## src/verilog/ccp_consts.vh

```
`ifndef CCP_CONSTS_VH
`define CCP_CONSTS_VH

// register indices; byte address on the bus is four times the index
`define CCP_IDX_VALUE1     14'h040c
`define CCP_IDX_CONTROL1   14'h040e
`define CCP_IDX_TRIGGER1   14'h040f
`define CCP_IDX_VALUE2     14'h0410
`define CCP_IDX_CONTROL2   14'h0412
`define CCP_IDX_TRIGGER2   14'h0413
`define CCP_IDX_TIMER_SEL  14'h041f

// control register fields
`define CCP_CTL_ENABLE     7
`define CCP_CTL_OUT        5
`define CCP_CTL_ALIGN      4
`define CCP_CTL_MODE_HI    3
`define CCP_CTL_MODE_LO    0

// mode codes
`define CCP_MODE_OFF       4'h0
`define CCP_MODE_TOG_CLR   4'h1
`define CCP_MODE_TOGGLE    4'h2
`define CCP_MODE_CAP_ANY   4'h3
`define CCP_MODE_CAP_FALL  4'h4
`define CCP_MODE_CAP_RISE  4'h5
`define CCP_MODE_CAP_RISE4 4'h6
`define CCP_MODE_CAP_RISE16 4'h7
`define CCP_MODE_SET       4'h8
`define CCP_MODE_CLEAR     4'h9
`define CCP_MODE_PULSE     4'ha
`define CCP_MODE_PULSE_CLR 4'hb
`define CCP_MODE_PWM_MASK  4'hc

// trigger source codes
`define CCP_SRC_PIN        4'h0
`define CCP_SRC_CMP1       4'h1
`define CCP_SRC_CMP2       4'h2
`define CCP_SRC_PINCHG     4'h3
`define CCP_SRC_CELL_BASE  4'h4
`define CCP_SRC_BLOCK_BASE 4'h8
`define CCP_SRC_BLOCK_LAST 4'hc

// timer selection
`define CCP_TSEL_VALID     2'h1
`define CCP_TSEL_RESET     8'h05

// reset values
`define CCP_CTL_RESET      8'h00
`define CCP_TRIG_RESET     4'h0

// edge prescale terminal counts
`define CCP_PRESC_4        4'h3
`define CCP_PRESC_16       4'hf

`endif

```

## src/verilog/ccp_capture_detect.v

```verilog
`timescale 1ns/1ps
`default_nettype none
`include "ccp_consts.vh"

// picks the capture source and turns its edges into one-cycle capture events
module ccp_capture_detect (
    input  wire        clk, // system clock
    input  wire        reset, // async reset, active high
    input  wire        active, // channel enabled in a capture mode
    input  wire [3:0]  mode, // channel mode code
    input  wire [3:0]  src_sel, // trigger source code
    input  wire        pin_in, // assigned capture pin
    input  wire        cmp_one, // comparator one output
    input  wire        cmp_two, // comparator two output
    input  wire        pin_change, // pin-change interrupt
    input  wire [3:0]  cell_out, // logic cell outputs one to four
    input  wire [4:0]  block_sig, // logic block signals 14 to 18
    output reg         capture_evt // one-cycle capture strobe
);

    reg        src_level;   // selected source, combinational
    reg        prev_reg;    // source level one cycle ago
    reg  [3:0] presc_reg;   // rising edge prescale counter
    reg  [3:0] presc_next;
    reg        fire;        // event qualifies this cycle
    wire       rise;
    wire       fall;

    // source mux; reserved codes read as a quiet low level
    always @* begin
        src_level = 1'b0;
        if (src_sel == `CCP_SRC_PIN) begin
            src_level = pin_in;
        end else if (src_sel == `CCP_SRC_CMP1) begin
            src_level = cmp_one;
        end else if (src_sel == `CCP_SRC_CMP2) begin
            src_level = cmp_two;
        end else if (src_sel == `CCP_SRC_PINCHG) begin
            src_level = pin_change;
        end else if (src_sel < `CCP_SRC_BLOCK_BASE) begin
            src_level = cell_out[src_sel[1:0]];
        end else if (src_sel <= `CCP_SRC_BLOCK_LAST) begin
            src_level = block_sig[src_sel[2:0]];
        end
    end

    assign rise = src_level & ~prev_reg;
    assign fall = ~src_level & prev_reg;

    // edge qualification per mode
    always @* begin
        fire       = 1'b0;
        presc_next = presc_reg;
        case (mode)
            `CCP_MODE_CAP_ANY: fire = rise | fall;
            `CCP_MODE_CAP_FALL: fire = fall;
            `CCP_MODE_CAP_RISE: fire = rise;
            `CCP_MODE_CAP_RISE4: begin
                if (rise) begin
                    fire       = (presc_reg == `CCP_PRESC_4);
                    presc_next = fire ? 4'h0 : presc_reg + 4'h1;
                end
            end
            `CCP_MODE_CAP_RISE16: begin
                if (rise) begin
                    fire       = (presc_reg == `CCP_PRESC_16);
                    presc_next = presc_reg + 4'h1;
                end
            end
            default: presc_next = 4'h0;
        endcase
        // counter restarts whenever the channel leaves capture; a change between
        // capture modes keeps the partial count
        if (!active) begin
            fire       = 1'b0;
            presc_next = 4'h0;
        end
    end

    // edge history, prescaler and event strobe
    always @(posedge clk or posedge reset) begin
        if (reset) begin
            prev_reg    <= 1'b0;
            presc_reg   <= 4'h0;
            capture_evt <= 1'b0;
        end else begin
            prev_reg    <= src_level;
            presc_reg   <= presc_next;
            capture_evt <= fire;
        end
    end

endmodule
`default_nettype wire

```

## src/verilog/ccp_unit.v

```verilog
// Decided for this implementation: the APB register port.
`timescale 1ns/1ps
`default_nettype none
`include "ccp_consts.vh"

// Behaviour
// - control bit 7 enables channel, resets low
// - control bit 5 reads output level only
// - bit 4 picks PWM duty alignment
// - mode 11xx is PWM, 0000 off, flags
// - 1010 pulses output, 1011 also clears timer
// - 0010 toggles output, 0001 also clears timer
// - capture on any, falling, rising edge
// - capture every fourth or sixteenth rising edge
// - 1000 sets, 1001 clears; released by off
// - clear the channel's selected timer on match
// - trigger selector routes capture source
// - value register split high and low byte
// - right aligned duty in low ten bits
// - left aligned duty in top ten bits
// - value register has no reset
// - two-bit timer selector, only 01 valid
// - channel one bits 1:0, two 3:2
// - default selection is the valid timers
// - period wrap reloads shadow duty buffer
// - PWM output high at period start, unless zero
// - PWM output low at duty match
module ccp_unit (
    input  wire        clk, // system clock, 40 MHz
    input  wire        reset, // async reset, active high
    // apb slave
    input  wire        psel, // slave select
    input  wire        penable, // access phase
    input  wire        pwrite, // write when high
    input  wire [15:0] paddr, // byte address
    input  wire [31:0] pwdata, // write data
    input  wire [3:0]  pstrb, // write byte lanes
    output reg  [31:0] prdata, // read data
    output reg         pready, // transfer done
    output reg         pslverr, // unmapped address
    // timers
    input  wire [15:0] sixteen_bit_timer, // 16-bit timer count
    input  wire [7:0]  period_timer_count, // 8-bit period timer count
    input  wire [7:0]  period_value, // period register of that timer
    input  wire [1:0]  period_fine_bits, // two low bits of time base
    input  wire        period_timer_inc, // period timer increment strobe
    output reg         sixteen_bit_timer_clear, // clear 16-bit timer, pulse
    output reg         period_timer_clear, // clear period timer, pulse
    // capture sources
    input  wire [1:0]  capture_pin, // assigned pin per channel
    input  wire        comparator_one_output, // comparator one
    input  wire        comparator_two_output, // comparator two
    input  wire        pin_change_interrupt, // pin-change interrupt
    input  wire [3:0]  logic_cell_output, // logic cells one to four
    input  wire [4:0]  logic_block_signal, // logic block signals 14 to 18
    // channel results
    output wire [1:0]  channel_out, // channel output levels
    output wire [1:0]  channel_interrupt_flag // flag set pulse per channel
);

    // apb phases
    wire        setup_ph = psel & ~penable;
    wire        wr_acc   = psel & penable & pready & pwrite & (paddr[1:0] == 2'h0);
    wire [13:0] widx     = paddr[15:2];

    // shared timer selection register, channel one low, channel two above
    reg  [7:0]  timer_select_register;
    wire [1:0]  clr16_req;      // per channel timer clear request
    wire [1:0]  pclr_req;       // per channel period wrap seen

    genvar i;
    generate
        for (i = 0; i < 2; i = i + 1) begin : ch
            localparam [13:0] IDX_VAL = (i == 0) ? `CCP_IDX_VALUE1 : `CCP_IDX_VALUE2;
            localparam [13:0] IDX_CTL = (i == 0) ? `CCP_IDX_CONTROL1 : `CCP_IDX_CONTROL2;
            localparam [13:0] IDX_TRG = (i == 0) ? `CCP_IDX_TRIGGER1 : `CCP_IDX_TRIGGER2;

            reg  [15:0] channel_value; // capture or compare value
            reg         enable_reg; // channel enable
            reg         align_reg; // duty alignment, 1 = left
            reg  [3:0]  mode_reg; // mode code
            reg  [3:0]  trig_reg; // trigger source code
            reg         out_reg; // channel output level
            reg         flag_reg; // interrupt flag set pulse
            reg         match_prev_reg; // equality seen last cycle
            reg  [9:0]  shadow_reg; // buffered pwm duty
            reg         out_next;
            reg         flag_next;
            reg         clr_next;

            wire [1:0]  tsel = timer_select_register[2*i+1:2*i];
            wire        timer_ok = (tsel == `CCP_TSEL_VALID);
            wire        is_pwm = ((mode_reg & `CCP_MODE_PWM_MASK)
                                  == `CCP_MODE_PWM_MASK);
            wire        is_cap = (mode_reg >= `CCP_MODE_CAP_ANY)
                                 && (mode_reg <= `CCP_MODE_CAP_RISE16);
            wire        run = enable_reg && (mode_reg != `CCP_MODE_OFF)
                              && timer_ok;
            // duty picked out of the value register by alignment
            wire [9:0]  duty = align_reg ? {channel_value[15:8], channel_value[7:6]}
                                         : channel_value[9:0];
            wire        wrap = period_timer_inc
                               && (period_timer_count == period_value);
            wire [9:0]  timebase = {period_timer_count, period_fine_bits};
            wire        equal = (sixteen_bit_timer == channel_value);
            wire        match = equal && !match_prev_reg;
            wire        cap_evt;

            ccp_capture_detect u_det (
                .clk         (clk),
                .reset       (reset),
                .active      (run && is_cap),
                .mode        (mode_reg),
                .src_sel     (trig_reg),
                .pin_in      (capture_pin[i]),
                .cmp_one     (comparator_one_output),
                .cmp_two     (comparator_two_output),
                .pin_change  (pin_change_interrupt),
                .cell_out    (logic_cell_output),
                .block_sig   (logic_block_signal),
                .capture_evt (cap_evt)
            );

            // output, flag and timer clear decisions
            always @* begin
                out_next  = out_reg;
                flag_next = 1'b0;
                clr_next  = 1'b0;
                if (!run) begin
                    // leaving a compare mode releases its held level
                    out_next = 1'b0;
                end else if (is_pwm) begin
                    if (wrap) begin
                        out_next  = (duty != 10'h000);
                        flag_next = 1'b1;
                    // one step ahead, so the registered low lands on the match
                    end else if (timebase + 10'h001 == shadow_reg) begin
                        out_next = 1'b0;
                    end
                end else if (is_cap) begin
                    flag_next = cap_evt;
                end else begin
                    if (mode_reg == `CCP_MODE_PULSE || mode_reg == `CCP_MODE_PULSE_CLR) begin
                        out_next = match;
                    end
                    if (match) begin
                        flag_next = 1'b1;
                        case (mode_reg)
                            `CCP_MODE_TOGGLE: out_next = ~out_reg;
                            `CCP_MODE_TOG_CLR: begin
                                out_next = ~out_reg;
                                clr_next = 1'b1;
                            end
                            `CCP_MODE_SET: out_next = 1'b1;
                            `CCP_MODE_CLEAR: out_next = 1'b0;
                            `CCP_MODE_PULSE_CLR: clr_next = 1'b1;
                            default: clr_next = 1'b0;
                        endcase
                    end
                end
            end

            assign clr16_req[i] = clr_next;
            assign pclr_req[i]  = run && is_pwm && wrap;
            assign channel_out[i] = out_reg;
            assign channel_interrupt_flag[i] = flag_reg;

            // control, trigger, output state
            always @(posedge clk or posedge reset) begin
                if (reset) begin
                    enable_reg     <= 1'b0;
                    align_reg      <= 1'b0;
                    mode_reg       <= `CCP_MODE_OFF;
                    trig_reg       <= `CCP_TRIG_RESET;
                    out_reg        <= 1'b0;
                    flag_reg       <= 1'b0;
                    match_prev_reg <= 1'b0;
                    shadow_reg     <= 10'h000;
                end else begin
                    out_reg        <= out_next;
                    flag_reg       <= flag_next;
                    match_prev_reg <= equal;
                    if (run && is_pwm && wrap) begin
                        shadow_reg <= duty;
                    end
                    if (wr_acc && widx == IDX_CTL && pstrb[0]) begin
                        // output bit is ignored on write
                        enable_reg <= pwdata[`CCP_CTL_ENABLE];
                        align_reg  <= pwdata[`CCP_CTL_ALIGN];
                        mode_reg   <= pwdata[`CCP_CTL_MODE_HI:`CCP_CTL_MODE_LO];
                    end
                    if (wr_acc && widx == IDX_TRG && pstrb[0]) begin
                        trig_reg <= pwdata[3:0];
                    end
                end
            end

            // value register has no reset so its contents survive resets;
            // capture has priority over a same-cycle software write
            always @(posedge clk) begin
                if (cap_evt && run && is_cap) begin
                    channel_value <= sixteen_bit_timer;
                end else if (wr_acc && widx == IDX_VAL) begin
                    if (pstrb[0]) begin
                        channel_value[7:0] <= pwdata[7:0];
                    end
                    if (pstrb[1]) begin
                        channel_value[15:8] <= pwdata[15:8];
                    end
                end
            end
        end
    endgenerate

    // read mux, decoded in the setup phase so data stands in the access phase
    reg [31:0] rd_next;
    reg        hit;
    always @* begin
        rd_next = 32'h0000_0000;
        hit     = 1'b1;
        case (widx)
            `CCP_IDX_VALUE1:   rd_next = {16'h0000, ch[0].channel_value};
            `CCP_IDX_CONTROL1: rd_next = {24'h000000, ch[0].enable_reg, 1'b0,
                                          ch[0].out_reg, ch[0].align_reg,
                                          ch[0].mode_reg};
            `CCP_IDX_TRIGGER1: rd_next = {28'h0000000, ch[0].trig_reg};
            `CCP_IDX_VALUE2:   rd_next = {16'h0000, ch[1].channel_value};
            `CCP_IDX_CONTROL2: rd_next = {24'h000000, ch[1].enable_reg, 1'b0,
                                          ch[1].out_reg, ch[1].align_reg,
                                          ch[1].mode_reg};
            `CCP_IDX_TRIGGER2: rd_next = {28'h0000000, ch[1].trig_reg};
            `CCP_IDX_TIMER_SEL: rd_next = {24'h000000, timer_select_register};
            default:           hit = 1'b0;
        endcase
        if (paddr[1:0] != 2'h0) begin
            hit     = 1'b0;
            rd_next = 32'h0000_0000;
        end
    end

    // apb response: always one wait-free access phase after setup
    always @(posedge clk or posedge reset) begin
        if (reset) begin
            prdata  <= 32'h0000_0000;
            pready  <= 1'b0;
            pslverr <= 1'b0;
        end else begin
            pready  <= setup_ph;
            pslverr <= setup_ph & ~hit;
            if (setup_ph && !pwrite) begin
                prdata <= rd_next;
            end
        end
    end

    // timer selection register and shared timer clear strobes
    always @(posedge clk or posedge reset) begin
        if (reset) begin
            timer_select_register   <= `CCP_TSEL_RESET;
            sixteen_bit_timer_clear <= 1'b0;
            period_timer_clear      <= 1'b0;
        end else begin
            // both channels share one timer, so a clear from either wins
            sixteen_bit_timer_clear <= |clr16_req;
            period_timer_clear      <= |pclr_req;
            if (wr_acc && widx == `CCP_IDX_TIMER_SEL && pstrb[0]) begin
                timer_select_register <= {4'h0, pwdata[3:0]};
            end
        end
    end

endmodule
`default_nettype wire

```

## config.mk

```make
export PLATFORM = sky130hd
export DESIGN_NAME = ccp_unit
export DESIGN_NICKNAME = d
export VERILOG_FILES = /design/src/verilog/ccp_capture_detect.v /design/src/verilog/ccp_unit.v
export VERILOG_INCLUDE_DIRS = /design/src /design/src/verilog
export SDC_FILE = /design/constraint.sdc
export NUM_CORES = 1
export LEC_CHECK = 0
export BUFFER_PORTS_ARGS = -buffer_cell sky130_fd_sc_hd__buf_4
export CAP_MARGIN = 20
export CORE_MARGIN = 5
export CORE_UTILIZATION = 40
export CTS_BUF_LIST = sky130_fd_sc_hd__clkbuf_8
export CTS_CLUSTER_DIAMETER = 100
export DETAILED_ROUTE_END_ITERATION = 10
export PLACE_DENSITY = 0.72
export SYNTH_ARGS = -nofsm -noshare
export SYNTH_HDL_FRONTEND = slang
export SYNTH_HIERARCHICAL = 1
export SYNTH_SLANG_ARGS = --single-unit
```

## constraint.sdc

```tcl
create_clock -name clk -period 2.5 [get_ports clk]
set_clock_uncertainty 0.1 [all_clocks]
set_input_delay 0.5 -clock clk [delete_from_list [all_inputs] [get_ports clk]]
set_output_delay 0.5 -clock clk [all_outputs]
set_load 0.02 [all_outputs]
```

==> results.sh <==
export IMPL_status="completed"
export IMPL_num_vias=5901
export IMPL_hold_ws_ps=137
export IMPL_num_nets_final=955
export IMPL_synth_cell_type_count=74
export IMPL_fin_cells=1084
export IMPL_max_freq_mhz=422
export IMPL_grt_pass1_vias=6016
export IMPL_area_growth_pct=24.7
export IMPL_htree_levels=4
export IMPL_synth_cells=694
export IMPL_dieArea_um2=20800
export IMPL_cts_buffers=17
export IMPL_gp_congestion=0.941
export IMPL_cts_root_buf="clkbuf_8"
export IMPL_drt_iter0_drc=430
export IMPL_ys_ff_latch=114
export IMPL_largest_reg_flops=32
export IMPL_clock_sinks=114
export IMPL_die_x_um=144
export IMPL_top_usage_layer="met2"
export IMPL_fp_dieH_um=144
export IMPL_synth_edff_count=32
export IMPL_slew_viol_final=0
export IMPL_io_buffers=111
export IMPL_wirelength_mm=19.5
export IMPL_synth_main_ff_cell="dfrtp_1"
export IMPL_drive_gt1_frac=0.335
export IMPL_dp_hpwl_mm=15.0
export IMPL_initial_core_util=0.403
export IMPL_cap_violations=0
export IMPL_firstDrtPassIters=5
export IMPL_clk_latency_ps=440
export IMPL_worst_path_max_fanout=3
export IMPL_period_minus_slack_ps=2370
export IMPL_dp_cells=1051
export IMPL_synthArstFlopShare=0.719
export IMPL_place_area_um2=8520
export IMPL_arrival_ps=2590
export IMPL_synth_area_um2=7190
export IMPL_viasPerCell=5.44
export IMPL_critPathRequiredTime_ps=2720
export IMPL_grt_use_total=0.191
export IMPL_cts_path_max_buffers=2
export IMPL_yosys_warnings=6
export IMPL_row_count=49
export IMPL_grt_pass1_wl_mm=31.3
export IMPL_grt_met3_usage=0.0476
export IMPL_ios=146
export IMPL_p_leak_uw=0.00379
export IMPL_fin_crit_sh=0.947
export IMPL_rsz0062_at_grt="false"
export IMPL_startpoint_type="flip-flop"
export IMPL_grt_max_degree=45
export IMPL_met1_usage=0.268
export IMPL_critPathKind="flip-flop to flip-flop"
export IMPL_met2_usage=0.299
export IMPL_clk_pin_slew_worst_paths_ps=70
export IMPL_pwr_density_cell_nw_per_um2=460
export IMPL_end_kind="flip-flop"
export IMPL_wire_per_inst_um=18.0
export IMPL_coreArea_um2=17800
export IMPL_hold_class="input pin to flip-flop"
export IMPL_tritoncts="done"
export IMPL_yosysSeqAreaShare=0.419
export IMPL_antenna_left=0
export IMPL_drc=0
export IMPL_overflow=0
export IMPL_fin_area_um2=8970
export IMPL_syn_area_per_cell_um2=10.4
export IMPL_antenna_found_initial=0
export IMPL_ir_drop_mv=0.302
export IMPL_diodes=0
export IMPL_hold_viol_final=0
export IMPL_final_setup_viol_count=0
path summary, 6_finish.rpt:
path | to | slack (ps) | cells past startpoint | start
max in group asynchronous | timer_select_register[0] | 1280 | 4 | reset
worst max register to register | ch[1].u_det/presc_reg[0] | 130 | 9 | ch[1].trig_reg[2]
worst min register to register | prdata[8] | 390 | 2 | prdata[8]
worst min-delay path | pready | 140 | 2 | penable
min in group asynchronous | ch[1].flag_reg | 440 | 3 | reset
worst max-delay path | ch[1].u_det/presc_reg[0] | 130 | 9 | ch[1].trig_reg[2]
cells in the mapped netlist, types with 5 or more instances:
cell	count	share of area
edfxtp_1	32	0.13
a21oi_1	35	0.024
nand2_1	50	0.026
nor2b_1	5	0.0043
inv_1	13	0.0068
ha_1	7	0.012
nor3_1	19	0.013
a22o_1	10	0.012
buf_2	15	0.010
buf_4	22	0.023
nand3b_1	5	0.0052
a22oi_1	9	0.0094
a31o_2	5	0.0061
nand2b_1	8	0.0070
clkbuf_1	11	0.0057
a211oi_1	11	0.011
o22ai_1	5	0.0043
o21ai_0	28	0.019
xor2_1	20	0.024
nor4_1	11	0.0096
mux2i_1	36	0.050
nand4_1	11	0.0096
dfrtp_1	80	0.28
nor2_1	41	0.021
o21ai_1	10	0.0070
nand3_1	10	0.0070
mux2_2	58	0.091
xnor2_1	46	0.056
worst max-delay path, stage by stage, from the launching register on:
cell and delay [ps]:
dfrtp_1 370, and2_0 130, mux4_2 470, o21ai_2 170, o21ai_1 100, ha_1 210
and3_1 220, nand3b_1 130, a21oi_1 70, mux2_2 270
power breakdown:
part / internal (uW) / switching (uW)
registers: 1920 / 2.35
clock network: 1050 / 762
logic: 196 / 199
total: 3170 / 963
cell usage in the layout (no fill, tap or decap), types with 5 or more instances in the layout:
| cell type | netlist | layout |
|---|---|---|
| nand2b_1 | 8 | 8 |
| xnor2_1 | 46 | 46 |
| nor3_1 | 19 | 17 |
| buf_12 | 0 | 5 |
| o21ai_1 | 10 | 9 |
| a22oi_1 | 9 | 9 |
| o21ai_0 | 28 | 26 |
| nor4_1 | 11 | 11 |
| inv_1 | 13 | 15 |
| nand3b_1 | 5 | 5 |
| o22ai_1 | 5 | 5 |
| a22o_1 | 10 | 10 |
| nor2b_1 | 5 | 5 |
| a211oi_1 | 11 | 11 |
| conb_1 | 1 | 16 |
| mux2_2 | 58 | 58 |
| edfxtp_1 | 32 | 32 |
| clkbuf_8 | 0 | 20 |
| ha_1 | 7 | 7 |
| dfrtp_1 | 80 | 79 |
| a31o_2 | 5 | 5 |
| xor2_1 | 20 | 20 |
| nor2_1 | 41 | 41 |
| a21oi_1 | 35 | 35 |
| nand4_1 | 11 | 11 |
| mux2i_1 | 36 | 36 |
| nand3_1 | 10 | 10 |
| nand2_1 | 50 | 50 |
| buf_4 | 22 | 162 |
metal layers:
metal | routed length [um] | part of all wire
met4 | 160 | 0.0082
met5 | 0 | 0
met3 | 1300 | 0.067
met2 | 9000 | 0.46
met1 | 9060 | 0.46
cell families (layout without fill, tap and decap cells):
kind of cell	Yosys count	count (layout)	synth area share
AO/OA/AOI/OAI	143	143	0.131
XOR/XNOR	68	68	0.0868
adder cells (fa/ha/maj)	7	7	0.0122
buffers and inverters	67	213	0.0525
flip-flops	114	114	0.419
multiplexers	96	96	0.147
other	1	16	0.000521
AND/OR/NAND/NOR	198	198	0.151
repair_timing:
| action | 4_1_cts | 5_1_grt |
|---|---|---|
| endpoints found under the hold margin | 16 | 0 |
| setup endpoints to repair | 3 | 8 |
| setup buffers | 0 | 0 |
| hold buffers | 1 | 0 |
| pin swaps | 0 | 1 |
| gates resized for setup | 1 | 8 |
layout make-up:
type / instances / area, um^2
multi-input cells: 528 / 3880
inverters: 13 / 48.8
well taps: 229 / 287
flip-flops and latches: 114 / 3020
clock buffers: 20 / 275
repair buffers: 168 / 1330
clock inverters: 12 / 140
fillers: 1606 / 8870
metrics by stage:
step	total power, uW	TNS [ps]	util	setup slack, ps
2_1_floorplan	2170	0	-	98.4
3_3_place_gp	2340	-1110	0.478	-219
3_5_place_dp	2350	-1780	0.478	-304
4_1_cts	4150	0	0.502	17.2
5_1_grt	4280	0	0.503	4.23
6_report	4130	0	0.503	132
Power figures use the tool's default switching activity.
